File: src/design/smsb_cfg.svh
// Functional notes
// - Decode commanded mode bits into control mode
// - Host mode command updates commanded mode bits
// - Active mode outputs show mode in effect
// - Reference set request flags and updates reference
// - Flag reference set done after successful homing
// - Flag reference set error on homing failure
// - Flag zero reference re-creation request
// - Reflect host emergency stop on monitor bit
// - Alarm reset clears resettable alarms only
// - Torque-off state while motor energy cut
// - Each torque-off channel bit follows its channel
// - Input monitor bit is pin OR command
`ifndef SMSB_CFG_SVH
`define SMSB_CFG_SVH

// ****************************************
// Widths and reset values
// ****************************************
`define SMSB_REF_W 32
`define SMSB_REF_RST 32'h0000_0000
`define SMSB_ALM_W 8
`define SMSB_ALM_NONE 8'h00

`endif

File: src/design/smsb_pkg.sv
package smsb_pkg;
    typedef enum logic [1:0] {
        SMSB_POS,
        SMSB_SPEED,
        SMSB_TLIM,
        SMSB_TCONT
    } smsb_mode_type;

    // Input monitor sources: pin side and host-command side
    typedef struct packed {
        logic mode_bit0;
        logic mode_bit1;
        logic torque_cont;
        logic ref_set_req;
        logic zero_ref_req;
        logic estop;
        logic alarm_reset;
        logic sto_ch1;
        logic sto_ch2;
    } smsb_din_type;

    typedef struct packed {
        logic act_mode_bit0;
        logic act_mode_bit1;
        logic act_torque_cont_bit;
        logic ref_set_done;
        logic ref_set_error;
        logic torque_off_state;
    } smsb_dout_type;
endpackage

File: src/design/smsb_sync.sv
`timescale 1ns/1ps
// Two-stage synchroniser for a bundle of pin inputs
module smsb_sync (
    input wire logic clk,
    input wire logic sys_rst,
    input wire smsb_pkg::smsb_din_type d,
    output smsb_pkg::smsb_din_type q
);
    import smsb_pkg::*;

    smsb_din_type meta_reg;
    smsb_din_type meta_next;
    smsb_din_type q_reg;
    smsb_din_type q_next;

    // First stage is read only by the second stage
    always_comb begin
        meta_next = d;
        q_next = meta_reg;
    end

    always_ff @(posedge clk) begin
        if (sys_rst) begin
            meta_reg <= '0;
            q_reg <= '0;
        end else begin
            meta_reg <= meta_next;
            q_reg <= q_next;
        end
    end

    assign q = q_reg;
endmodule

File: src/design/smsb_top.sv
`timescale 1ns/1ps
`include "smsb_cfg.svh"
module smsb_top (
    input wire logic clk,
    input wire logic sys_rst,
    input wire smsb_pkg::smsb_din_type pin_in,
    input wire smsb_pkg::smsb_din_type host_cmd,
    input wire logic host_mode_cmd_valid,
    input wire logic [`SMSB_REF_W-1:0] ref_data_in,
    input wire logic homing_ok,
    input wire logic homing_fail,
    input wire logic sto_energy_cut,
    input wire logic alarm_raise,
    input wire logic [`SMSB_ALM_W-1:0] alarm_code,
    input wire logic alarm_no_reset,
    output smsb_pkg::smsb_din_type din_monitor,
    output smsb_pkg::smsb_dout_type dout,
    output logic [`SMSB_REF_W-1:0] ref_data,
    output logic [`SMSB_ALM_W-1:0] alarm_active,
    output logic alarm_latched
);
    import smsb_pkg::*;

    // ****************************************
    // Input conditioning
    // ****************************************
    smsb_din_type pin_sync;

    // Pins come from outside the clock domain
    smsb_sync u_sync (
        .clk(clk),
        .sys_rst(sys_rst),
        .d(pin_in),
        .q(pin_sync)
    );

    // Decode of the three mode bits; used once, on the monitor, to pick the control mode
    function automatic logic mode_decode(
        input logic b0,
        input logic b1,
        input logic b2,
        input smsb_mode_type prev,
        output smsb_mode_type m
    );
        logic ok;
        ok = 1'b1;
        m = prev;
        if (b2) begin
            m = SMSB_TCONT;
        end else begin
            unique case ({b1, b0})
                2'b00: m = SMSB_POS;
                2'b01: m = SMSB_SPEED;
                2'b10: m = SMSB_TLIM;
                2'b11: ok = 1'b0;
            endcase
        end
        return ok;
    endfunction

    // ****************************************
    // Monitor and host command latch
    // ****************************************
    smsb_din_type mon_reg;
    smsb_din_type mon_next;
    smsb_din_type cmd_reg;
    smsb_din_type cmd_next;

    // Host level bits follow every cycle; mode bits wait for a command
    always_comb begin
        cmd_next = cmd_reg;
        if (host_mode_cmd_valid) begin
            cmd_next.mode_bit0 = host_cmd.mode_bit0;
            cmd_next.mode_bit1 = host_cmd.mode_bit1;
            cmd_next.torque_cont = host_cmd.torque_cont;
        end
        cmd_next.ref_set_req = host_cmd.ref_set_req;
        cmd_next.zero_ref_req = host_cmd.zero_ref_req;
        cmd_next.estop = host_cmd.estop;
        cmd_next.alarm_reset = host_cmd.alarm_reset;
        cmd_next.sto_ch1 = host_cmd.sto_ch1;
        cmd_next.sto_ch2 = host_cmd.sto_ch2;
        // Either source asserts the monitor bit
        mon_next = pin_sync | cmd_reg;
    end

    // Reset shows every monitored input as off
    always_ff @(posedge clk) begin
        if (sys_rst) begin
            mon_reg <= '0;
            cmd_reg <= '0;
        end else begin
            mon_reg <= mon_next;
            cmd_reg <= cmd_next;
        end
    end

    // ****************************************
    // Control mode
    // ****************************************
    smsb_mode_type mode_reg;
    smsb_mode_type mode_next;

    // Decoded from the monitor, so pin and host share one mode
    always_comb begin
        smsb_mode_type dm;
        logic valid;
        dm = mode_reg;
        valid = 1'b0;
        valid = mode_decode(mon_reg.mode_bit0, mon_reg.mode_bit1,
                            mon_reg.torque_cont, mode_reg, dm);
        mode_next = valid ? dm : mode_reg;
    end

    // Position control is the quiet mode out of reset
    always_ff @(posedge clk) begin
        if (sys_rst) begin
            mode_reg <= SMSB_POS;
        end else begin
            mode_reg <= mode_next;
        end
    end

    // ****************************************
    // Status outputs and reference data
    // ****************************************
    smsb_dout_type dout_reg;
    smsb_dout_type dout_next;
    logic [`SMSB_REF_W-1:0] ref_reg;
    logic [`SMSB_REF_W-1:0] ref_next;

    // Homing results, active mode and torque-off state
    always_comb begin
        // Reference data follows source while request bit is on
        ref_next = mon_reg.ref_set_req ? ref_data_in : ref_reg;

        // Homing result flags; a new request clears the old result
        dout_next = dout_reg;
        if (mon_reg.ref_set_req) begin
            dout_next.ref_set_done = 1'b0;
            dout_next.ref_set_error = 1'b0;
        end
        if (homing_ok) begin
            dout_next.ref_set_done = 1'b1;
            dout_next.ref_set_error = 1'b0;
        end else if (homing_fail) begin
            dout_next.ref_set_error = 1'b1;
            dout_next.ref_set_done = 1'b0;
        end

        // Active mode status; first two bits are zero in torque-cont
        unique case (mode_reg)
            SMSB_POS: {dout_next.act_torque_cont_bit,
                       dout_next.act_mode_bit1,
                       dout_next.act_mode_bit0} = 3'h0;
            SMSB_SPEED: {dout_next.act_torque_cont_bit,
                         dout_next.act_mode_bit1,
                         dout_next.act_mode_bit0} = 3'h1;
            SMSB_TLIM: {dout_next.act_torque_cont_bit,
                        dout_next.act_mode_bit1,
                        dout_next.act_mode_bit0} = 3'h2;
            SMSB_TCONT: {dout_next.act_torque_cont_bit,
                         dout_next.act_mode_bit1,
                         dout_next.act_mode_bit0} = 3'h4;
        endcase

        dout_next.torque_off_state = sto_energy_cut;
    end

    // Status and reference registers
    always_ff @(posedge clk) begin
        if (sys_rst) begin
            dout_reg <= '0;
            ref_reg <= `SMSB_REF_RST;
        end else begin
            dout_reg <= dout_next;
            ref_reg <= ref_next;
        end
    end

    // ****************************************
    // Alarm hold and reset
    // ****************************************
    logic [`SMSB_ALM_W-1:0] alm_reg;
    logic [`SMSB_ALM_W-1:0] alm_next;
    logic keep_reg;
    logic keep_next;
    logic rst_prev_reg;
    logic rst_prev_next;

    // Reset acts on the rising edge of the monitor bit; a new
    // alarm in the same cycle wins over the reset
    always_comb begin
        rst_prev_next = mon_reg.alarm_reset;
        alm_next = alm_reg;
        keep_next = keep_reg;
        if (mon_reg.alarm_reset && !rst_prev_reg && !keep_reg) begin
            alm_next = `SMSB_ALM_NONE;
        end
        if (alarm_raise) begin
            alm_next = alarm_code;
            keep_next = alarm_no_reset;
        end
    end

    // Edge memory resets low, the idle level, so no false reset edge
    always_ff @(posedge clk) begin
        if (sys_rst) begin
            alm_reg <= `SMSB_ALM_NONE;
            keep_reg <= 1'b0;
            rst_prev_reg <= 1'b0;
        end else begin
            alm_reg <= alm_next;
            keep_reg <= keep_next;
            rst_prev_reg <= rst_prev_next;
        end
    end

    // ****************************************
    // Outputs, all from flip-flops
    // ****************************************
    assign din_monitor = mon_reg;
    assign dout = dout_reg;
    assign ref_data = ref_reg;
    assign alarm_active = alm_reg;
    assign alarm_latched = keep_reg;
endmodule

File: config.mk
export PLATFORM = sky130hd
export DESIGN_NAME = smsb_top
export DESIGN_NICKNAME = d
export VERILOG_FILES = /design/src/design/smsb_pkg.sv /design/src/design/smsb_sync.sv /design/src/design/smsb_top.sv
export VERILOG_INCLUDE_DIRS = /design/src /design/src/design
export SDC_FILE = /design/constraint.sdc
export NUM_CORES = 1
export LEC_CHECK = 0
export BUFFER_PORTS_ARGS = -buffer_cell sky130_fd_sc_hd__buf_2
export CORE_MARGIN = 2
export CORE_UTILIZATION = 45
export CTS_BUF_LIST = sky130_fd_sc_hd__clkbuf_4
export CTS_CLUSTER_SIZE = 14
export DETAILED_ROUTE_END_ITERATION = 6
export PLACE_DENSITY = 0.76
export SKIP_CTS_REPAIR_TIMING = 1
export SLEW_MARGIN = 20
export SYNTH_ARGS = -nofsm -noshare
export SYNTH_HDL_FRONTEND = slang
export SYNTH_SLANG_ARGS = --single-unit
File: constraint.sdc
create_clock -name clk -period 2.2 [get_ports clk]
set_clock_uncertainty 0.1 [all_clocks]
set_input_delay 0.44 -clock clk [delete_from_list [all_inputs] [get_ports clk]]
set_output_delay 0.44 -clock clk [all_outputs]
set_load 0.02 [all_outputs]
==> flow_summary.ini, run 1 <==
[setup_path]
cp_data_required_time_ps = 1660
r2r_cells = 5
worstSetupPathDepth = 1
cp.buffers_inverters = 1
worst-setup-path-type = reg2out
crit_arrival_ps = 1160
crit_path_cell_trace = buf_2
worstPathMaxFanout = 9
slowest_stage = dfxtp_2
critPathMaxStageDelay_ps = 520
start_kind = flip-flop
critical_path.top_delay_family = flip-flops
cp-end-kind = output pin

[floorplan]
start_util_pct = 47.2
num_rows = 28
core-area_um2 = 6030
fp.dieW_um = 83.5
die_h_um = 83.5
die_area_um2 = 6970
ios = 122

[timing]
max_slew.worst_pin.slew_ps = 449
setup_tns_ps = 0
rsz0062_at_grt = false
maxSlewViolCount = 0
fmax_ghz = 0.589
hold_violations = 0
min_period_ps = 1700
setup_viol = 0
relSlewSlack_pct = 70.1
period_share_pct = 77.2

[cells_and_area]
drive_above_1_share_pct = 36.6
final_cell_mix = 121 x buf_2, 85 x dfxtp_1, 56 x nor2_1
nets = 456
largest_reg_flops = 32
postLayoutCellArea_um2 = 3610
final_common_cell = buf_2
area_growth_pct = 27.2
fillers = 548
n_antenna_cell = 0
multi_input_area_um2 = 1010
seqCellArea_um2 = 1720

[clocking]
cts_tree = yes
cts_root_buffer = clkbuf_4
clkSinkCount = 86
clk_pin_slew_ps = 150
clock_latency_ps = 420
htree_num_levels = 3
clockBufferDepth = 2
cts_buffers = 9

[global_routing]
grt_remaining_overflow = 0
track_usage_pct = 15.1
grt_max_degree = 28
grt_pass1_vias = 1926
antenna_found_initial = 0
grt_first_pass_wirelength_um = 8470

[yosys]
netlist.area_leader.share_pct = 60.6
syn-num-nets = 336
synth.area.top_cells = dfxtp_1 61%, mux2i_1 13%, nor2_1 7.4%
synth_area_um2 = 2840
avgSynthCellArea_um2 = 10.7
ys_ff_latch = 86
synth_seq_area_share_pct = 60.6
synth_area_leader_cell = dfxtp_1
yosys_warnings = 0
synth_cell_types = 19
syn_inst = 266

[run_status]
status = finished, final reports clean

[drt]
drt_first_pass_iters = 4
vias = 2135
wirelength_um = 5350
drc = 0
dr.first_iter.drc_count = 62
vias_per_cell = 4.58
routedWlPerCell_um = 11.5
antenna_left = 0

[power]
p_leak_nw = 1.72
p_seq_share_pct = 58.9
irDropWorstVdd_mv = 0.472
p_per_area_nw_per_um2 = 784
p_comb_share_pct = 11.5
p_int_w = 0.00204
pwr-share-clk_pct = 29.5
swShare_pct = 27.9
p_switching_w = 0.000790

[place]
gp_congestion = 0.768
dp_hpwl_um = 3850
place_area_um2 = 3480
port_buffers = 121

[min_path]
hold_class = in2reg
min_path_cells = 2

[run]
drv_cap = 0
cell usage after synthesis (all sizes together):
cell type / n
a21oi: 14
and3b: 1
buf: 12
clkbuf: 4
dfxtp: 86
ha: 4
inv: 3
mux2i: 36
nand2: 10
nand3b: 8
nor2: 56
nor2b: 26
nor3: 1
nor3b: 2
o21ba: 1
o21bai: 1
or3b: 1
layer usage:
layer  global-route usage [%]  wire length, um  part of all wire (%)
met1                     16.9             2230                    42
met2                     25.1             2540                    47
met3                     4.45              391                   7.3
met4                     9.68              191                   3.6
met5                        0                0                     0
area by class of cell:
| cell class | count | share of cell area [%] |
|---|---|---|
| clock buffer | 9 | 1.87 |
| clock inverter | 7 | 1.80 |
| multi-input combinational | 161 | 27.8 |
| sequential | 86 | 47.7 |
| timing repair buffer | 125 | 17.9 |
| tap | 75 | 2.60 |
| inverter | 3 | 0.312 |
cell families after synthesis:
kind of cell | count (synthesis) | share of synthesized area, %
and+or+nand+nor | 105 | 17.9
DFF | 86 | 60.6
muxes | 36 | 12.7
buffers and inverters | 19 | 4.01
AOI/OAI and AO/OA | 16 | 3.08
adders and majority gates | 4 | 1.76
worst paths after layout:
path | slack, ps | from | to
hold / removal | 70 | homing_ok | dout[1]
setup / recovery | 500 | din_monitor[5] | din_monitor[5]
hold reg to reg | 340 | u_sync.q[6] | din_monitor[6]
setup reg to reg | 760 | din_monitor[7] | mode_reg[1]
per-stage QoR:
step	cells	hold slack (ps)	total power, W	setup slack (ps)	util (%)
after floorplan	266	311	0.00191	717	-
after global placement	450	318	0.00203	736	57.8
after CTS	466	49.6	0.00287	469	60.0
after global routing	466	69.7	0.00298	439	60.0
after detailed placement	450	322	0.00204	709	57.8
final	466	74.9	0.00283	502	60.0
power by group through the flow:
| stage | clock network (W) | registers (W) | logic, W |
|---|---|---|---|
| after floorplan | 0 | 0.00176 | 0.000149 |
| after global placement | 0 | 0.00170 | 0.000326 |
| after detailed placement | 0 | 0.00170 | 0.000331 |
| after CTS | 0.000867 | 0.00167 | 0.000332 |
| after global routing | 0.000935 | 0.00168 | 0.000362 |
| final | 0.000836 | 0.00167 | 0.000327 |
No activity file was read; power rests on OpenSTA's default activity.
==> inputs of run 2 (changes only) <==
Settings changed: ABC_AREA set to 1, PLACE_DENSITY 0.76 to 0.75.
Clock period 2.2 ns to 1.64 ns, I/O delays scaled along.
==> run 2 against run 1 <==
  * Worst setup slack worse by 330 ps
  * Utilization up 0.70 points
  * Largest power group unchanged
  * Routed wire length up 19%
==> flow_summary.ini, run 2 <==
[timing]
period_share_pct = 89.3
max_slew.worst_pin.slew_ps = 423
setup_viol = 0
relSlewSlack_pct = 71.8
fmax_ghz = 0.683
holdWs_ps = 37.1
maxSlewViolCount = 0
setup_tns_ps = 0
hold_violations = 0
min_period_ps = 1460
rsz0062_at_grt = false
layout_setup_ws_ps = 176

[global_routing]
grt_max_degree = 87
grt_first_pass_wirelength_um = 10000
grt_pass1_vias = 2366
antenna_found_initial = 0
grt_remaining_overflow = 0
track_usage_pct = 17.1

[yosys]
synth_area_um2 = 3040
synth_area_leader_cell = dfxtp_1
yosys_warnings = 0
async_flop_share_pct = 0
synth_cell_types = 19
yosysMostFrequentCell = dfxtp_1
ys_ff_latch = 86
synth.area.top_cells = dfxtp_1 57%, nand2_1 9.5%, a21oi_2 6.1%
synth_edf_count = 0
synth_seq_area_share_pct = 56.7
avgSynthCellArea_um2 = 8.83
ys_top_cells_by_count = 86 x dfxtp_1, 77 x nand2_1, 47 x nor2_1, 36 x inv_1, 27 x a21oi_1
netlist.area_leader.share_pct = 56.7
syn-num-nets = 414
synthFlopType = dfxtp_1
syn_inst = 344

[setup_path]
start_kind = flip-flop
cp_data_required_time_ps = 1210
critical_path.top_delay_family = flip-flops
reg2reg_setup_slack_ps = 310
worstSetupPathDepth = 1
crit_start = din_monitor[5]
worst-setup-path-type = reg2out
r2r_cells = 7
cp.buffers_inverters = 1
r2r-start = din_monitor[7]
crit_path_cell_trace = buf_2
slowest_stage = dfxtp_2
cp-end-kind = output pin
worstPathMaxFanout = 7
crit_end = din_monitor[5]
critPathMaxStageDelay_ps = 440
crit_arrival_ps = 1040
timing.rr.end = mode_reg[1]

[min_path]
hold_class = in2reg
min_path_cells = 3

[floorplan]
num_rows = 29
start_util_pct = 47.3
fp.dieW_um = 86.1
core-area_um2 = 6420
die_area_um2 = 7420
ios = 122
die_h_um = 86.1

[clocking]
clockBufferDepth = 2
cts_root_buffer = clkbuf_4
cts_buffers = 9
clkSinkCount = 86
cts_tree = yes
clk_pin_slew_ps = 130
clock_latency_ps = 400
htree_num_levels = 3

[run]
drv_cap = 0

[cells_and_area]
drive_above_1_share_pct = 35.5
area_growth_pct = 28.3
largest_reg_flops = 32
n_antenna_cell = 0
final_common_cell = buf_2
final_cell_mix = 121 x buf_2, 85 x dfxtp_1, 77 x nand2_1
nets = 544

[drt]
drt_first_pass_iters = 5
vias_per_cell = 4.59
dr.first_iter.drc_count = 60
vias = 2550
drc = 0
wirelength_um = 6370
antenna_left = 0
routedWlPerCell_um = 11.5

[power]
p_leak_nw = 1.87
p_per_area_nw_per_um2 = 1030
irDropWorstVdd_mv = 0.732

[run_status]
status = finished, final reports clean

[place]
dp_hpwl_um = 4260
port_buffers = 121
place_ws_ps = 337
gp_congestion = 0.765
[run 2: changes by cell type after synthesis, moves of 3 or more]
| cell | change |
|---|---|
| nand2_1 | +67 |
| mux2i_1 | -36 |
| inv_1 | +33 |
| nor2b_1 | -26 |
| a21oi_2 | +21 |
| a21oi_1 | +13 |
| nand2_2 | +10 |
| nand3_1 | +10 |
| nor2_1 | -9 |
| nand3b_1 | -7 |
| buf_6 | +5 |
| clkbuf_1 | -4 |
| nor3_1 | +3 |
[run 2: how the worst min path moves through the flow]
stage | startpoint | slack, ps | end
global placement | u_sync.meta_reg[6] | 290 | u_sync.q[6]
floorplan | u_sync.meta_reg[0] | 290 | u_sync.q[0]
global route | pin_in[5] | -5 | u_sync.meta_reg[5]
finish | pin_in[5] | 40 | u_sync.meta_reg[5]
detailed placement | u_sync.meta_reg[2] | 290 | u_sync.q[2]
CTS | homing_ok | -40 | dout[1]
[run 2: area by class of cell]
type                            instances  area (um^2)
Fill cell                             576         2520
Sequential cell                        86         1720
Multi-Input combinational cell        201          975
Timing Repair Buffer                  138          796
Inverter                               38          151
Tap cell                               77         96.3
Clock inverter                          7         88.8
Clock buffer                            9         67.6
[run 2: layer usage]
layer / part of all wire (%) / global-route usage [%] / vias up
met2: 48 / 29.3 / 91
met1: 43 / 19.1 / 1142
met4: 1.7 / 8.08 / 0
met3: 6.5 / 5.39 / 9
met5: 0 / 0 / -
li1: - / - / 1308
[run 2: cell families after synthesis]
| kind of cell | after synthesis | synth area share (%) |
|---|---|---|
| simple gates | 149 | 19.9 |
| flops | 86 | 56.7 |
| buf+inv | 57 | 11.2 |
| compound gates | 48 | 10.5 |
| fa+ha+maj | 4 | 1.65 |
[run 2: report_power, final]
group / total [W] / switching (W) / internal (W)
Sequential: 0.00224 / 0.0000470 / 0.00219
Combinational: 0.000491 / 0.000286 / 0.000204
Clock: 0.00128 / 0.000674 / 0.000610
[run 2: metrics by stage]
step | instances | power, W | util (%) | instance area, um^2
2_1_floorplan | 344 | 0.00259 | - | 3040
4_1_cts | 541 | 0.00403 | 58.3 | 3750
3_5_place_dp | 525 | 0.00275 | 55.9 | 3590
6_report | 556 | 0.00401 | 60.7 | 3900
5_1_grt | 556 | 0.00423 | 60.7 | 3900
3_3_place_gp | 525 | 0.00274 | 55.9 | 3590
==> inputs of run 3 (changes only) <==
Settings changed: ABC_AREA 1 to unset, PLACE_DENSITY 0.75 to 0.76.
==> run 3 against run 2 <==
  * Non-clock buffer count shrank 1
  * Count of clock-buffer cells in the layout is the same
  * Power grew 4.5%
  * Largest power group unchanged
  * Sequential power is essentially flat
  * Final area shrank 1.9%
  * Worst setup slack lost 34 ps
  * Routed wire length shrank 11%
  * Die area shrank 6.1%
  * Critical endpoint unchanged
==> flow_summary.ini, run 3 (synthesis results as in run 1) <==
[run_status]
status = finished, final reports clean

[setup_path]
critPathMaxStageDelay_ps = 460
worst-setup-path-type = reg2out
critical_path.top_delay_family = flip-flops
crit_path_cell_trace = buf_2
cp-end-kind = output pin
worstPathMaxFanout = 9
slowest_stage = dfxtp_4
crit_arrival_ps = 1070
cp.buffers_inverters = 1
cp_data_required_time_ps = 1210
start_kind = flip-flop

[floorplan]
num_rows = 28
core-area_um2 = 6030
fp.dieW_um = 83.5
start_util_pct = 47.2
die_area_um2 = 6970
die_h_um = 83.5
ios = 122

[cells_and_area]
nets = 468
n_antenna_cell = 0
final_cell_mix = 121 x buf_2, 85 x dfxtp_1, 56 x nor2_1
final_common_cell = buf_2
fillers = 508
largest_reg_flops = 32
area_growth_pct = 34.5
postLayoutCellArea_um2 = 3820
seqCellArea_um2 = 1730
drive_above_1_share_pct = 35.2
multi_input_area_um2 = 1010

[global_routing]
grt_first_pass_wirelength_um = 8870
grt_max_degree = 52
track_usage_pct = 15.9
antenna_found_initial = 0
grt_remaining_overflow = 0
grt_pass1_vias = 2036

[clocking]
clkSinkCount = 86
clock_latency_ps = 420
clk_pin_slew_ps = 130
cts_tree = yes
clockBufferDepth = 2
cts_buffers = 9
cts_root_buffer = clkbuf_4
htree_num_levels = 3

[place]
dp_hpwl_um = 3830
gp_congestion = 0.715
place_area_um2 = 3500
port_buffers = 121

[power]
p_per_area_nw_per_um2 = 1100
p_leak_nw = 1.80
power_w = 0.00419
irDropWorstVdd_mv = 0.698

[timing]
max_slew.worst_pin.slew_ps = 271
period_share_pct = 91.3
relSlewSlack_pct = 82.0
rsz0062_at_grt = false
min_period_ps = 1500
hold_violations = 0
setup_tns_ps = 0
setup_viol = 0
maxSlewViolCount = 0
fmax_ghz = 0.668

[min_path]
hold_class = in2reg

[run]
drv_cap = 0

[drt]
routedWlPerCell_um = 11.8
wirelength_um = 5660
vias_per_cell = 4.59
dr.first_iter.drc_count = 78
antenna_left = 0
drc = 0
drt_first_pass_iters = 6
vias = 2194
run 3: changes by cell type in the layout (fill, tap and decap cells not counted), sizes merged, moves of 3 or more:
cell | previous run | this run
nand2 | 87 | 10
mux2i | 0 | 36
a21oi | 48 | 14
inv | 37 | 3
nor2b | 0 | 26
nand3 | 10 | 0
nor2 | 47 | 56
nand3b | 1 | 8
clkinv | 6 | 2
nor3 | 4 | 1
run 3: routing by layer:
| metal | track usage [%] | part of all wire [%] |
|---|---|---|
| met5 | 0 | 0 |
| met4 | 8.50 | 2.3 |
| met3 | 5.74 | 6.5 |
| met2 | 28.2 | 52 |
| met1 | 16.3 | 40 |
run 3: path summary, 6_finish.rpt:
path | cells past startpoint | slack (ps) | to | startpoint
setup / recovery | 1 | 140 | din_monitor[5] | din_monitor[5]
hold / removal | 2 | 10 | u_sync.meta_reg[1] | pin_in[1]
setup reg to reg | 5 | 220 | mode_reg[1] | din_monitor[7]
hold reg to reg | 1 | 350 | u_sync.q[4] | u_sync.meta_reg[4]
run 3: cell type report:
class | count | area share [%]
Sequential cell | 86 | 45.1
Multi-Input combinational cell | 161 | 26.3
Timing Repair Buffer | 137 | 20.8
Clock inverter | 7 | 3.21
Tap cell | 75 | 2.45
Clock buffer | 9 | 1.77
Inverter | 3 | 0.295
run 3: through the flow:
stage	cells	setup slack, ps	hold slack, ps	utilization, %
floorplan	266	157	307	-
global placement	449	297	314	58.1
detailed placement	449	254	324	58.1
CTS	465	18.8	-58.1	61.2
global route	478	75.7	4.31	63.4
finish	478	142	13.6	63.4
run 3: report_power, final:
part	internal, W	leakage [nW]	switching [W]
clock network	0.000775	0.0923	0.000708
logic	0.000225	1.00	0.000245
registers	0.00219	0.708	0.0000472
